**config.mk**
```make
export PLATFORM = sky130hd
export DESIGN_NAME = ebpt_timer_top
export DESIGN_NICKNAME = d
export VERILOG_FILES = /design/src/rtl/ebpt_pkg.sv /design/src/rtl/ebpt_timer_top.sv
export SDC_FILE = /design/constraint.sdc
export NUM_CORES = 1
export LEC_CHECK = 0
export BUFFER_PORTS_ARGS = -buffer_cell sky130_fd_sc_hd__buf_2
export CAP_MARGIN = 10
export CORE_ASPECT_RATIO = 0.8
export CORE_UTILIZATION = 60
export CTS_CLUSTER_SIZE = 28
export DETAILED_ROUTE_END_ITERATION = 16
export GPL_ROUTABILITY_DRIVEN = 0
export PLACE_DENSITY_LB_ADDON = 0.12
export REMOVE_ABC_BUFFERS = 1
export SLEW_MARGIN = 20
export SYNTH_ARGS = -nofsm -noshare
export SYNTH_HDL_FRONTEND = slang
export SYNTH_SLANG_ARGS = --single-unit
```
**constraint.sdc**
```tcl
create_clock -name aclk -period 3.1 [get_ports aclk]
set_clock_uncertainty 0.1 [all_clocks]
set_input_delay 0.465 -clock aclk [delete_from_list [all_inputs] [get_ports aclk]]
set_output_delay 0.465 -clock aclk [all_outputs]
set_load 0.05 [all_outputs]
```
**src/rtl/ebpt_pkg.sv**
```systemverilog
package ebpt_pkg;

    // ------------------------------------------------------------
    // Register map (byte addresses)
    // ------------------------------------------------------------
    localparam int         EBPT_MAX_TIMERS  = 5;
    localparam logic [7:0] EBPT_ADDR_FLAGS  = 8'h00;
    localparam logic [7:0] EBPT_ADDR_ENABLE = 8'h04;
    localparam logic [7:0] EBPT_ADDR_PRIO   = 8'h08;
    localparam logic [7:0] EBPT_ADDR_DIS    = 8'h0C;
    localparam logic [7:0] EBPT_ADDR_TBASE  = 8'h10;
    localparam logic [3:0] EBPT_OFS_COUNT   = 4'h0;
    localparam logic [3:0] EBPT_OFS_CONTROL = 4'h4;
    localparam logic [3:0] EBPT_OFS_PERIOD  = 4'h8;

    // ------------------------------------------------------------
    // Reset values and control field layout
    // ------------------------------------------------------------
    localparam logic [7:0] EBPT_PERIOD_RST  = 8'hFF;
    localparam logic [7:0] EBPT_COUNT_RST   = 8'h00;
    localparam logic [7:0] EBPT_CONTROL_RST = 8'h00;
    localparam logic [7:0] EBPT_CTRL_MASK   = 8'h7F;
    localparam int         EBPT_CTRL_PS_LSB = 0;
    localparam int         EBPT_CTRL_ON     = 2;
    localparam int         EBPT_CTRL_PO_LSB = 3;

    // Prescaler terminal counts for 1, 4 and 16
    localparam logic [3:0] EBPT_PRE_LIM_1   = 4'h0;
    localparam logic [3:0] EBPT_PRE_LIM_4   = 4'h3;
    localparam logic [3:0] EBPT_PRE_LIM_16  = 4'hF;

    // Flag/enable/priority bit of each timer, index 4 first
    localparam logic [4:0][2:0] EBPT_FLAG_POS = {3'h6, 3'h5, 3'h4, 3'h2, 3'h0};

    // ------------------------------------------------------------
    // Bus answers and decoded register kinds
    // ------------------------------------------------------------
    localparam logic [1:0] EBPT_RESP_OKAY   = 2'h0;
    localparam logic [1:0] EBPT_RESP_SLVERR = 2'h2;

    typedef enum logic [7:0] {
        EBPT_K_NONE    = 8'h00,
        EBPT_K_FLAGS   = 8'h01,
        EBPT_K_ENABLE  = 8'h02,
        EBPT_K_PRIO    = 8'h04,
        EBPT_K_DIS     = 8'h08,
        EBPT_K_COUNT   = 8'h10,
        EBPT_K_CONTROL = 8'h20,
        EBPT_K_PERIOD  = 8'h40
    } ebpt_kind_t;

endpackage : ebpt_pkg

```
**src/rtl/ebpt_timer_top.sv**
```systemverilog
// The address map and register access over AXI4-Lite were decided locally.
`timescale 1ns/1ps
// Function
// - Counter counts up from zero and wraps to zero after matching the period.
// - Every period register reloads all ones on reset.
// - Each timer has an eight-bit period register, read and write at any time unless its disable bit holds it at reset.
// - Unscaled match pulses also go to the PWM time-base output.
// - Unimplemented control and interrupt bits ignore writes and read zero.
// - Fourth and fifth timers are optional; absent bits read zero.
// - Matches pass a postscaler dividing by field plus one, which sets the flag.
// - Counter or control write clears prescaler and postscaler; control write keeps counter.
// - On bit at control bit 2 runs the timer; reset clears counter and scalers.
module ebpt_timer_top
    import ebpt_pkg::*;
#(
    parameter int NUM_TIMERS = 5,
    parameter int ADDR_W     = 8
) (
    input  wire logic                  aclk,
    input  wire logic                  aresetn,
    input  wire logic [ADDR_W-1:0]     s_axi_awaddr,
    input  wire logic                  s_axi_awvalid,
    output logic                       s_axi_awready,
    input  wire logic [31:0]           s_axi_wdata,
    input  wire logic [3:0]            s_axi_wstrb,
    input  wire logic                  s_axi_wvalid,
    output logic                       s_axi_wready,
    output logic [1:0]                 s_axi_bresp,
    output logic                       s_axi_bvalid,
    input  wire logic                  s_axi_bready,
    input  wire logic [ADDR_W-1:0]     s_axi_araddr,
    input  wire logic                  s_axi_arvalid,
    output logic                       s_axi_arready,
    output logic [31:0]                s_axi_rdata,
    output logic [1:0]                 s_axi_rresp,
    output logic                       s_axi_rvalid,
    input  wire logic                  s_axi_rready,
    output logic [NUM_TIMERS-1:0]      pwm_base_match,
    output logic                       irq
);

    // ------------------------------------------------------------
    // Elaboration checks
    // ------------------------------------------------------------
    // Only the full group or the group without the optional pair exists
    if (!(NUM_TIMERS == 3 || NUM_TIMERS == EBPT_MAX_TIMERS)) begin : g_bad_n
        $error("NUM_TIMERS must be 3 or 5");
    end
    if (ADDR_W < 8) begin : g_bad_aw
        $error("ADDR_W must be at least 8");
    end

    // ------------------------------------------------------------
    // State
    // ------------------------------------------------------------
    typedef struct packed {
        logic [NUM_TIMERS-1:0][7:0] count;
        logic [NUM_TIMERS-1:0][7:0] period;
        logic [NUM_TIMERS-1:0][7:0] control;
        logic [NUM_TIMERS-1:0][3:0] pre_cnt;
        logic [NUM_TIMERS-1:0][3:0] post_cnt;
        logic [NUM_TIMERS-1:0]      dis;
        logic [NUM_TIMERS-1:0]      pwm_match;
        logic [7:0]                 flags;
        logic [7:0]                 enables;
        logic [7:0]                 prio;
        logic                       irq;
        logic                       awready;
        logic                       wready;
        logic                       bvalid;
        logic [1:0]                 bresp;
        logic                       aw_got;
        logic                       w_got;
        logic [ADDR_W-1:0]          waddr;
        logic [7:0]                 wdata;
        logic                       wstrb0;
        logic                       arready;
        logic                       rvalid;
        logic [1:0]                 rresp;
        logic [31:0]                rdata;
        logic [ADDR_W-1:0]          raddr;
    } ebpt_state_t;

    ebpt_state_t s_r;
    ebpt_state_t s_nxt;

    // Helper terms, also watched by the assertions
    logic [NUM_TIMERS-1:0] tick;
    logic [NUM_TIMERS-1:0] post_hit;
    logic [NUM_TIMERS-1:0] wr_cnt;
    logic [NUM_TIMERS-1:0] wr_ctl;
    logic [7:0]            fmask;
    logic [7:0]            flag_set;
    logic                  do_wr;
    logic                  wen;

    // ------------------------------------------------------------
    // Address decode
    // ------------------------------------------------------------
    // Upper address bits must be zero; misaligned words are unmapped
    function automatic ebpt_kind_t dec_kind(input logic [ADDR_W-1:0] a);
        logic [7:0] off;
        off = a[7:0] - EBPT_ADDR_TBASE;
        dec_kind = EBPT_K_NONE;
        if ((a >> 8) == '0) begin
            case (a[7:0])
                EBPT_ADDR_FLAGS:  dec_kind = EBPT_K_FLAGS;
                EBPT_ADDR_ENABLE: dec_kind = EBPT_K_ENABLE;
                EBPT_ADDR_PRIO:   dec_kind = EBPT_K_PRIO;
                EBPT_ADDR_DIS:    dec_kind = EBPT_K_DIS;
                default: begin
                    if (a[7:0] >= EBPT_ADDR_TBASE && off[7:4] < 4'(EBPT_MAX_TIMERS)) begin
                        case (off[3:0])
                            EBPT_OFS_COUNT:   dec_kind = EBPT_K_COUNT;
                            EBPT_OFS_CONTROL: dec_kind = EBPT_K_CONTROL;
                            EBPT_OFS_PERIOD:  dec_kind = EBPT_K_PERIOD;
                            default:          dec_kind = EBPT_K_NONE;
                        endcase
                    end
                end
            endcase
        end
    endfunction : dec_kind

    function automatic logic [3:0] dec_idx(input logic [ADDR_W-1:0] a);
        logic [7:0] off;
        off = a[7:0] - EBPT_ADDR_TBASE;
        dec_idx = off[7:4];
    endfunction : dec_idx

    // ------------------------------------------------------------
    // Next-state logic
    // ------------------------------------------------------------
    always_comb begin
        ebpt_kind_t wk;
        ebpt_kind_t rk;
        logic [3:0] wi;
        logic [3:0] ri;
        logic [7:0] wd;
        logic [7:0] rd;
        logic [3:0] lim;
        logic       run;
        wk       = EBPT_K_NONE;
        rk       = EBPT_K_NONE;
        wi       = 4'h0;
        ri       = 4'h0;
        wd       = 8'h00;
        rd       = 8'h00;
        lim      = EBPT_PRE_LIM_1;
        run      = 1'b0;
        s_nxt    = s_r;
        s_nxt.pwm_match = '0;
        tick     = '0;
        post_hit = '0;
        wr_cnt   = '0;
        wr_ctl   = '0;
        flag_set = 8'h00;
        fmask    = 8'h00;

        // Only bits of timers that exist are implemented
        for (int i = 0; i < NUM_TIMERS; i++) begin
            fmask[EBPT_FLAG_POS[i]] = 1'b1;
        end

        // Write channel: address and data taken in either order
        if (s_r.awready && s_axi_awvalid) begin
            s_nxt.aw_got = 1'b1;
            s_nxt.waddr  = s_axi_awaddr;
        end
        if (s_r.wready && s_axi_wvalid) begin
            s_nxt.w_got  = 1'b1;
            s_nxt.wdata  = s_axi_wdata[7:0];
            s_nxt.wstrb0 = s_axi_wstrb[0];
        end
        if (s_r.bvalid && s_axi_bready) begin
            s_nxt.bvalid = 1'b0;
        end
        do_wr = s_nxt.aw_got && s_nxt.w_got && !s_r.bvalid;
        wk    = dec_kind(s_nxt.waddr);
        wi    = dec_idx(s_nxt.waddr);
        wd    = s_nxt.wdata;
        if (do_wr) begin
            s_nxt.aw_got = 1'b0;
            s_nxt.w_got  = 1'b0;
            s_nxt.bvalid = 1'b1;
            s_nxt.bresp  = (wk == EBPT_K_NONE) ? EBPT_RESP_SLVERR : EBPT_RESP_OKAY;
        end
        // Data lives in byte lane 0; other lanes alone change nothing
        wen = do_wr && s_nxt.wstrb0;
        s_nxt.awready = !s_nxt.aw_got && !s_nxt.bvalid;
        s_nxt.wready  = !s_nxt.w_got && !s_nxt.bvalid;

        // Per-timer datapath
        for (int i = 0; i < NUM_TIMERS; i++) begin
            wr_cnt[i] = wen && wk == EBPT_K_COUNT && wi == 4'(i);
            wr_ctl[i] = wen && wk == EBPT_K_CONTROL && wi == 4'(i);
            case (s_r.control[i][EBPT_CTRL_PS_LSB+:2])
                2'b00:   lim = EBPT_PRE_LIM_1;
                2'b01:   lim = EBPT_PRE_LIM_4;
                default: lim = EBPT_PRE_LIM_16;
            endcase
            run = s_r.control[i][EBPT_CTRL_ON] && !s_r.dis[i];
            // Counter and control writes win over counting in the same cycle
            tick[i] = run && s_r.pre_cnt[i] == lim && !wr_cnt[i] && !wr_ctl[i];
            if (wr_cnt[i] || wr_ctl[i]) begin
                s_nxt.pre_cnt[i]  = 4'h0;
                s_nxt.post_cnt[i] = 4'h0;
            end else if (run) begin
                s_nxt.pre_cnt[i] = (s_r.pre_cnt[i] == lim) ? 4'h0 : s_r.pre_cnt[i] + 4'h1;
            end
            if (tick[i]) begin
                if (s_r.count[i] == s_r.period[i]) begin
                    s_nxt.count[i]     = 8'h00;
                    s_nxt.pwm_match[i] = 1'b1;
                    post_hit[i] = s_r.post_cnt[i] == s_r.control[i][EBPT_CTRL_PO_LSB+:4];
                    s_nxt.post_cnt[i] = post_hit[i] ? 4'h0 : s_r.post_cnt[i] + 4'h1;
                    flag_set[EBPT_FLAG_POS[i]] = post_hit[i];
                end else begin
                    s_nxt.count[i] = s_r.count[i] + 8'h01;
                end
            end
            if (wr_cnt[i]) begin
                s_nxt.count[i] = wd;
            end
            if (wr_ctl[i]) begin
                s_nxt.control[i] = wd & EBPT_CTRL_MASK;
            end
            if (wen && wk == EBPT_K_PERIOD && wi == 4'(i)) begin
                s_nxt.period[i] = wd;
            end
            // Disabled module is held in its reset state
            if (s_r.dis[i]) begin
                s_nxt.count[i]    = EBPT_COUNT_RST;
                s_nxt.period[i]   = EBPT_PERIOD_RST;
                s_nxt.control[i]  = EBPT_CONTROL_RST;
                s_nxt.pre_cnt[i]  = 4'h0;
                s_nxt.post_cnt[i] = 4'h0;
            end
        end

        // Interrupt registers; a new event beats a clearing write
        if (wen && wk == EBPT_K_FLAGS) begin
            s_nxt.flags = s_r.flags & wd;
        end
        s_nxt.flags = (s_nxt.flags | flag_set) & fmask;
        if (wen && wk == EBPT_K_ENABLE) begin
            s_nxt.enables = wd & fmask;
        end
        if (wen && wk == EBPT_K_PRIO) begin
            s_nxt.prio = wd & fmask;
        end
        if (wen && wk == EBPT_K_DIS) begin
            s_nxt.dis = wd[NUM_TIMERS-1:0];
        end
        s_nxt.irq = |(s_nxt.flags & s_nxt.enables);

        // Read channel: one read at a time, answered the next cycle
        if (s_r.rvalid && s_axi_rready) begin
            s_nxt.rvalid  = 1'b0;
            s_nxt.arready = 1'b1;
        end
        if (s_r.arready && s_axi_arvalid) begin
            rk = dec_kind(s_axi_araddr);
            ri = dec_idx(s_axi_araddr);
            case (rk)
                EBPT_K_FLAGS:  rd = s_r.flags;
                EBPT_K_ENABLE: rd = s_r.enables;
                EBPT_K_PRIO:   rd = s_r.prio;
                EBPT_K_DIS:    rd = 8'(s_r.dis);
                default:       rd = 8'h00;
            endcase
            // Absent timers decode but read zero
            for (int i = 0; i < NUM_TIMERS; i++) begin
                if (ri == 4'(i)) begin
                    if (rk == EBPT_K_COUNT) begin
                        rd = s_r.count[i];
                    end
                    if (rk == EBPT_K_CONTROL) begin
                        rd = s_r.control[i];
                    end
                    if (rk == EBPT_K_PERIOD) begin
                        rd = s_r.period[i];
                    end
                end
            end
            s_nxt.arready = 1'b0;
            s_nxt.rvalid  = 1'b1;
            s_nxt.raddr   = s_axi_araddr;
            s_nxt.rdata   = {24'h000000, rd};
            s_nxt.rresp   = (rk == EBPT_K_NONE) ? EBPT_RESP_SLVERR : EBPT_RESP_OKAY;
        end
    end

    // ------------------------------------------------------------
    // State register
    // ------------------------------------------------------------
    always_ff @(posedge aclk) begin
        if (!aresetn) begin
            s_r          <= '0;
            s_r.period   <= {NUM_TIMERS{EBPT_PERIOD_RST}};
            s_r.count    <= {NUM_TIMERS{EBPT_COUNT_RST}};
            s_r.control  <= {NUM_TIMERS{EBPT_CONTROL_RST}};
            s_r.awready  <= 1'b1;
            s_r.wready   <= 1'b1;
            s_r.arready  <= 1'b1;
        end else begin
            s_r <= s_nxt;
        end
    end

    // ------------------------------------------------------------
    // Outputs, all straight from the state register
    // ------------------------------------------------------------
    assign s_axi_awready  = s_r.awready;
    assign s_axi_wready   = s_r.wready;
    assign s_axi_bvalid   = s_r.bvalid;
    assign s_axi_bresp    = s_r.bresp;
    assign s_axi_arready  = s_r.arready;
    assign s_axi_rvalid   = s_r.rvalid;
    assign s_axi_rdata    = s_r.rdata;
    assign s_axi_rresp    = s_r.rresp;
    assign pwm_base_match = s_r.pwm_match;
    assign irq            = s_r.irq;

    // ------------------------------------------------------------
    // Assertions on timer 0, control reads and irq
    // ------------------------------------------------------------
    property p_period_reset;
        @(posedge aclk) $rose(aresetn) |-> s_r.period[0] == EBPT_PERIOD_RST;
    endproperty
    a_period_reset: assert property (p_period_reset) else $error("period not all ones");

    property p_wrap;
        @(posedge aclk) disable iff (!aresetn)
            tick[0] && s_r.count[0] == s_r.period[0] |=> s_r.count[0] == 8'h00;
    endproperty
    a_wrap: assert property (p_wrap) else $error("counter did not wrap");

    property p_count_up;
        @(posedge aclk) disable iff (!aresetn)
            tick[0] && s_r.count[0] != s_r.period[0] && !s_r.dis[0]
            |=> s_r.count[0] == $past(s_r.count[0]) + 8'h01;
    endproperty
    a_count_up: assert property (p_count_up) else $error("counter did not step");

    property p_pwm_match;
        @(posedge aclk) disable iff (!aresetn)
            ##1 pwm_base_match[0] == $past(tick[0] && s_r.count[0] == s_r.period[0]);
    endproperty
    a_pwm_match: assert property (p_pwm_match) else $error("match pulse wrong");

    property p_ctrl_read;
        @(posedge aclk) disable iff (!aresetn)
            s_axi_rvalid && dec_kind(s_r.raddr) == EBPT_K_CONTROL |-> s_axi_rdata[31:7] == '0;
    endproperty
    a_ctrl_read: assert property (p_ctrl_read) else $error("reserved bits nonzero");

    property p_prescale16;
        @(posedge aclk) disable iff (!aresetn)
            tick[0] && s_r.control[0][1] && !wr_cnt[0] && !wr_ctl[0]
            |=> (!tick[0] || !s_r.control[0][1]) [*8];
    endproperty
    a_prescale16: assert property (p_prescale16) else $error("prescale too fast");

    property p_flag_set;
        @(posedge aclk) disable iff (!aresetn)
            post_hit[0] && tick[0] |=> s_r.flags[EBPT_FLAG_POS[0]];
    endproperty
    a_flag_set: assert property (p_flag_set) else $error("flag not set");

    property p_ctrl_write;
        @(posedge aclk) disable iff (!aresetn)
            wr_ctl[0] && !s_r.dis[0]
            |=> s_r.pre_cnt[0] == 4'h0 && s_r.post_cnt[0] == 4'h0
                && s_r.count[0] == $past(s_r.count[0]);
    endproperty
    a_ctrl_write: assert property (p_ctrl_write) else $error("control write wrong");

    property p_off_holds;
        @(posedge aclk) disable iff (!aresetn)
            !s_r.control[0][EBPT_CTRL_ON] && !s_r.dis[0] && !wr_cnt[0] |=> $stable(s_r.count[0]);
    endproperty
    a_off_holds: assert property (p_off_holds) else $error("stopped timer moved");

    property p_irq;
        @(posedge aclk) disable iff (!aresetn)
            irq == |(s_r.flags & s_r.enables);
    endproperty
    a_irq: assert property (p_irq) else $error("irq mismatch");

    property p_flag_sticky;
        @(posedge aclk) disable iff (!aresetn)
            s_r.flags[0] && !(do_wr && dec_kind(s_nxt.waddr) == EBPT_K_FLAGS) |=> s_r.flags[0];
    endproperty
    a_flag_sticky: assert property (p_flag_sticky) else $error("flag dropped");

    c_wrap:  cover property (@(posedge aclk) disable iff (!aresetn) pwm_base_match[0]);
    c_irq:   cover property (@(posedge aclk) disable iff (!aresetn) $rose(irq));
    c_write: cover property (@(posedge aclk) disable iff (!aresetn) s_axi_bvalid);
    c_read:  cover property (@(posedge aclk) disable iff (!aresetn) s_axi_rvalid);

endmodule : ebpt_timer_top

```
======== Yosys cells after proc, flatten, opt, wreduce, memory -nomap -nowiden ========
Cells that the tools add are included.
cells by class
  reduce and logical (&&, ||, !) cells .... 113
  $lt $le $gt $ge ......................... 4
  multiplexer cells ....................... 102
  eq/ne operators ......................... 52
  add/subtract/negate cells ............... 17
  bitwise logic cells ..................... 4
operators with widths
  operator             number
  $mux 8               41
  $mux 4               25
  $pmux 8 s4           2
  $logic_and 1x1->1    54
  $eq 8x4->1 const B   6
  $mux 44              1
  $pmux 7 s3           2
  $add 4x1->4 const B  10
  $add 8x1->8 const B  5
  $eq 4x4->1           10
  $eq 8x8->1           5
  $pmux 4 s2           5
  $eq 8x3->1 const B   4
  $logic_not 8->1      4
  $pmux 7 s4           1
  $logic_not 1->1      19
  $mux 1               18
  $eq 4x2->1 const B   4
  $eq 4x3->1 const B   4
  $eq 8x1->1 const B   2
  $eq 8x2->1 const B   2
  $eq 8x5->1 const B   2
  $eq 8x6->1 const B   2
  $eq 8x7->1 const B   2
  other kinds (22)     62
storage, ports and cells
  register bits after elaboration ......... 228
  output and inout bits ................... 47
  word-level logic and storage cells ...... 341
  input bits .............................. 59

======== Depth between registers and ports, before layout ========
  word-level depth ........................ 31
  mapped depth ............................ 10
  depth with buffers taken out ............ 7

======== Least setup slack after synthesis ========
Ideal clock, no wire load.
  kind .................................... register to register
  from .................................... register s_r, in the netlist s_axi_awready
  to ...................................... register s_r[240] (netlist name)
  path buffers ............................ 3
  cell stages (with the launch flop) ...... 10
  clock period less this slack ............ 2.761 ns
  arrival time ............................ 2.527 ns
  slack ................................... 0.339 ns
  setup time .............................. 0.134 ns
  required time ........................... 2.866 ns
  path through ............................ dfxtp_1 > buf_6 > a21oi_1 > nor3_2 > nand2_2 > buf_6 > or4b_1 > buf_2 > a32oi_1 > a21oi_1
on the way
  word-level cells in the longest chain between the ends .. 14
  elaborated cells between the ends (all ways) .. 33
  those cells by class .................... add/sub (1); order compare (2); eq/ne (8); mux (6); reduce/logical (16)
ends and longest elaborated chain
  what                                             line                                          RTL
  start: declaration                               ebpt_timer_top.sv:84                          ebpt_state_t s_r;
  start signal: assignment                         ebpt_timer_top.sv:307                         s_r <= s_nxt;
  $logic_and 1x1->1 (*)                            ebpt_timer_top.sv:166                         if (s_r.awready && s_axi_awvalid) begin
  $mux 8                                           ebpt_timer_top.sv:166
  $sub 8x5->8                                      ebpt_timer_top.sv:103, ebpt_timer_top.sv:127
  $lt 4x3->1, or another cell as far along         ebpt_timer_top.sv:112                         if (a[7:0] >= EBPT_ADDR_TBASE && off[7:4] < 4'(EBPT_MAX_TIMERS)) begin
  $logic_and 1x1->1 or $pmux 7 s3 (tied branches)  ebpt_timer_top.sv:112, ebpt_timer_top.sv:113
  $mux 8                                           ebpt_timer_top.sv:112
  $pmux 8 s4                                       ebpt_timer_top.sv:106                         case (a[7:0])
  $eq 8x5->1                                       ebpt_timer_top.sv:195                         wr_cnt[i] = wen && wk == EBPT_K_COUNT && wi == 4'(i);
  $logic_and 1x1->1 (2 in series)                  ebpt_timer_top.sv:195
  $logic_not 1->1                                  ebpt_timer_top.sv:204                         tick[i] = run && s_r.pre_cnt[i] == lim && !wr_cnt[i] && !wr_ctl[i];
  $logic_and 1x1->1 (2 in series)                  ebpt_timer_top.sv:204
  $reduce_bool 2->1 (no line)                      --
Mark *: on every way between the ends. The rest lies on a longest branch, timed or not.
A chain may end at the register's enable or synchronous reset.

======== Worst setup path in the final report ========
  from .................................... register s_r, in the netlist s_axi_awready
  to ...................................... register s_r, in the netlist irq
on the way
  word-level cells in the longest chain between the ends .. 17
  elaborated cells between the ends (all ways) .. 73
  those cells by class .................... add/sub (1); order compare (2); eq/ne (13); mux (12); bitwise (2); reduce/logical (43)
ends and longest elaborated chain
  what                                             line                                          RTL
  $logic_and 1x1->1 (*)                            ebpt_timer_top.sv:166
  $mux 8                                           ebpt_timer_top.sv:166
  $sub 8x5->8                                      ebpt_timer_top.sv:103, ebpt_timer_top.sv:127
  $lt 4x3->1, or another cell as far along         ebpt_timer_top.sv:112
  $logic_and 1x1->1 or $pmux 7 s3 (tied branches)  ebpt_timer_top.sv:112, ebpt_timer_top.sv:113
  $mux 8                                           ebpt_timer_top.sv:112
  $pmux 8 s4                                       ebpt_timer_top.sv:106
  $eq 8x5->1                                       ebpt_timer_top.sv:195
  $logic_and 1x1->1 (2 in series)                  ebpt_timer_top.sv:195
  $logic_not 1->1                                  ebpt_timer_top.sv:204
  $logic_and 1x1->1 (2 in series)                  ebpt_timer_top.sv:204
  $mux 1                                           ebpt_timer_top.sv:211                         if (tick[i]) begin
  $or 7x7->7                                       ebpt_timer_top.sv:245                         s_nxt.flags = (s_nxt.flags | flag_set) & fmask;
  $and 7x8->8 (*)                                  ebpt_timer_top.sv:255                         s_nxt.irq = |(s_nxt.flags & s_nxt.enables);
  $reduce_or 8->1 (*)                              ebpt_timer_top.sv:255
Marked as above.

==> impl_summary.txt <==
----------------------------------------------------
[Worst setup path]
  Required time at the worst-slack endpoint ... ~3.4 ns
  CP Capture Type ... register
  Largest fanout of any net on the critical path ... 13
  Path type of the worst setup path ... reg2reg
  Data arrival time of the critical path ... approximately 3.3 ns
  Depth of the worst register-to-register path ... 7
  Reg-to-reg endpoint ... irq$_SDFF_PN0_
  R2R Setup Slk ... ~0.14 ns
  Worst r2r src ... s_axi_awready$_SDFF_PN1_
  Startpoint type of the worst setup path ... register

[GRT]
  Global-route congestion overflow total ... 0
  Met2 track demand over resource in global routing ... 0.527
  Global routing's busiest layer ... met2
  Met3 usage in global routing ... 0.0747
  Maximum number of pins on one net before global-route repair ... 28
  Number of global-route vias before repair ... 10200
  First-pass GRT wire length ... about 55000 um
  Total GRT Usage ... 0.345
  Initial antenna violation count ... 0
  Met1 usage in global routing ... 0.480

[Timing]
  Final critical-path required period ... between 2 and 3 ns
  Unrepaired setup endpoints after global routing ... no
  Total count of max-transition violations in the final report ... 0
  Setup-violating endpoint count in the final report ... 0
  Final worst hold slack ... ~0.10 ns
  Final hold violations ... 0
  Final WS setup ... approximately 0.14 ns
  Worst rel slew slack ... 0.460
  Highest clock frequency the design can meet ... ~340 MHz
  Transition time of the tightest slew-check pin ... 0.810 ns
  Portion of the clock cycle consumed by the worst path in the final layout ... 0.955

[Routing]
  Post-Route WL ... ~36000 um
  DR WL/cell ... approximately 20 um
  Count of unresolved DRC violations after routing ... 0
  Violation count after the first detailed-routing iteration ... ~1200
  1st-pass router iterations ... 5
  Detailed-route via count ... between 10000 and 15000
  Average via count per standard cell ... between 6 and 7
  Residual antenna-violating net count after detailed routing ... 0

[Placement]
  Standard cell area after detailed placement ... around 0.013 mm2
  IO buf count ... 52
  Hpwl dp ... roughly 25000 um
  DP Worst Slack ... 0.0210 ns

[Yosys]
  Post-synthesis register bit count ... 215
  Synth unique cells ... between 80 and 90
  Fraction of synthesized cell area taken by the top area cell type ... 0.363
  Largest area contributor in the netlist ... sky130_fd_sc_hd__dfxtp_1
  Fraction of synthesis flops using an asynchronous set or reset pin ... 0
  Number of enable-type register cells in the synthesized netlist ... 0
  Post-synthesis instance total ... 1434
  Yosys warns ... 0
  Area of the mapped netlist ... between 0.01 and 0.015 mm2
  Main synth FF type ... sky130_fd_sc_hd__dfxtp_1
  Main area contributors after synthesis ... sky130_fd_sc_hd__dfxtp_1 36%, sky130_fd_sc_hd__nand2_1 5.1%, sky130_fd_sc_hd__nor2_1 4.9%
  Average size of a mapped cell ... between 8 and 9 um2
  Sequential share of the synthesized area ... 0.363

[Cells and area]
  Top library cells by usage in the layout, fill and taps aside ... 215 x sky130_fd_sc_hd__dfxtp_1, 160 x sky130_fd_sc_hd__nand2_1, 154 x sky130_fd_sc_hd__nor2_1
  Ratio of cells with drive above 1 in the final layout ... 0.144
  Final Util ... 0.693
  Multi-input gate area ... between 0.006 and 0.007 mm2
  Most common library cell in the layout ignoring fill and taps ... sky130_fd_sc_hd__dfxtp_1
  Layout filler cell count ... 1588
  Growth of design area from synthesis to finish ... 11.9%
  Sequential cell area in the final layout ... about 0.0043 mm2
  Number of nets in the layout ... ~1600
  Antenna cells ... 0
  Post-route cell area ... 0.0133 mm2

[Pwr]
  IR drop worst, VDD ... about 390 uV
  Power density of the placed cells ... around 500 mW/mm2
  Leakage power ... 5.38 nW

[Clock tree]
  Root Driver ... sky130_fd_sc_hd__clkbuf_16
  CTS tree ... done
  H-tree levels ... 1
  Number of buffers added by the clock tree synthesis step ... 23
  Total of hold buffers inserted after clock tree synthesis ... 0
  Clock transition at the registers of the reported paths ... roughly 0.060 ns
  Clock insertion delay at the later pin of the skew report ... about 0.52 ns
  Clock sinks ... ~220
  Clock buffer depth ... 3

[Run]
  Max cap viols ... 0

[Min path]
  Hold Path Class ... in2reg
  Number of cells on the worst hold path ... 3
  Hold path startpoint ... s_axi_awaddr[0]
  End point of the most critical hold path ... s_r[53]$_SDFF_PN0_

[Die]
  Vertical die dimension ... ~130 um
  X dimension of the die ... ~160 um
  Initial core utilization ... 0.619
  Die footprint ... ~0.020 mm2
  Placeable core area ... 0.0191 mm2
  Std cell rows ... 45
  Number of I/O pins ... between 100 and 150

[Run status]
  Run status ... finished clean

----------------------------------------------------
## synth_stat cells (9+ instances only)
cell type	instances
sky130_fd_sc_hd__buf_2	11
sky130_fd_sc_hd__and2_1	11
sky130_fd_sc_hd__nand4_1	23
sky130_fd_sc_hd__nand2_1	160
sky130_fd_sc_hd__nor2_1	154
sky130_fd_sc_hd__ha_1	15
sky130_fd_sc_hd__nand2b_1	15
sky130_fd_sc_hd__mux2i_1	55
sky130_fd_sc_hd__a22oi_1	11
sky130_fd_sc_hd__o21ai_0	87
sky130_fd_sc_hd__nor4_1	10
sky130_fd_sc_hd__or3_1	9
sky130_fd_sc_hd__clkbuf_1	47
sky130_fd_sc_hd__a21oi_1	104
sky130_fd_sc_hd__inv_1	18
sky130_fd_sc_hd__mux2_2	14
sky130_fd_sc_hd__a221oi_1	12
sky130_fd_sc_hd__o22ai_1	11
sky130_fd_sc_hd__nor3b_1	11
sky130_fd_sc_hd__dfxtp_1	215
sky130_fd_sc_hd__o211ai_1	48
sky130_fd_sc_hd__xnor2_1	46
sky130_fd_sc_hd__nand3_1	55
sky130_fd_sc_hd__buf_4	42
sky130_fd_sc_hd__xor2_1	37
sky130_fd_sc_hd__a211oi_1	20
sky130_fd_sc_hd__nor3_1	26
sky130_fd_sc_hd__and3_1	19
sky130_fd_sc_hd__nor2b_1	19
## stage by stage
stage | cells | setup TNS (ns) | total power, mW
after floorplan | 1352 | -15.69 | 3.48
after global placement | 1737 | 0 | 3.90
after detailed placement | 1737 | 0 | 3.91
after CTS | 1775 | 0 | 6.58
after global routing | 1775 | 0 | 6.77
final | 1775 | 0 | 6.59
## timing repair
| action | in CTS | in global routing |
|---|---|---|
| resized for setup | 0 | 2 |
| setup endpoints to repair | 0 | 6 |
| buffers inserted | 0 | 0 |
## area by class of cell
cell class,instances,area share
Clock buffer,31,0.0502
Tap cell,258,0.0243
Timing Repair Buffer,127,0.0640
Sequential cell,215,0.324
Multi-Input combinational cell,1119,0.527
Inverter,18,0.00509
Clock inverter,7,0.00509
## power breakdown
part	internal (mW)	switching (mW)	total [mW]
clock	1.58	1.12	2.70
sequential	2.81	0.0490	2.86
combinational	0.281	0.746	1.03
total	4.67	1.92	6.59
## logic make-up (layout without fill, tap and decap cells)
logic type / Yosys count / after routing / share of synthesized area
other: 1 / 26 / 0.000316
AO/OA/AOI/OAI: 366 / 366 / 0.201
multiplexers: 74 / 74 / 0.0692
buffers and inverters: 125 / 183 / 0.0559
flip-flops: 215 / 215 / 0.363
AND/OR/NAND/NOR: 555 / 555 / 0.233
XOR/XNOR: 83 / 83 / 0.0613
adder cells (fa/ha/maj): 15 / 15 / 0.0158
## layer usage
metal	wire, um	share of wire	vias to the layer above
li1	-	-	5271
met1	15400	0.43	5306
met2	15000	0.42	566
met3	3930	0.11	85
met4	1140	0.032	0
met5	0	0	-
## flip-flops by register name, summed over array words and instances (netlist names)
register / flops
s_axi_wready: 1
s_axi_bresp: 1
s_axi_rresp: 1
s_r: 194
irq: 1
s_axi_bvalid: 1
pwm_base_match: 5
s_axi_rvalid: 1
s_axi_arready: 1
s_axi_awready: 1
s_axi_rdata: 8
## critical path, cell delays in order (launching register included)
cell,delay [ns]
sky130_fd_sc_hd__dfxtp_1,0.56
sky130_fd_sc_hd__a21oi_1,0.20
sky130_fd_sc_hd__or3_1,0.41
sky130_fd_sc_hd__or4_1,0.71
sky130_fd_sc_hd__o21a_1,0.24
sky130_fd_sc_hd__a31oi_1,0.28
sky130_fd_sc_hd__o22a_1,0.25
sky130_fd_sc_hd__a31oi_1,0.09
## how the worst max path moves through the flow
stage | to | slack [ns] | cells past startpoint | start
floorplan | s_r[160]$_SDFFE_PP0P_ | -0.56 | 7 | s_axi_awready$_SDFF_PN1_
global placement | irq$_SDFF_PN0_ | 0.14 | 8 | s_axi_awvalid
detailed placement | s_r[250]$_SDFFE_PP0P_ | 0.02 | 8 | s_axi_awvalid
CTS | s_r[250]$_SDFFE_PP0P_ | 0.1 | 7 | s_axi_awready$_SDFF_PN1_
global route | irq$_SDFF_PN0_ | 0.04 | 7 | s_axi_awready$_SDFF_PN1_
finish | irq$_SDFF_PN0_ | 0.14 | 7 | s_axi_awready$_SDFF_PN1_
No activity file was read; power rests on OpenSTA's default activity.
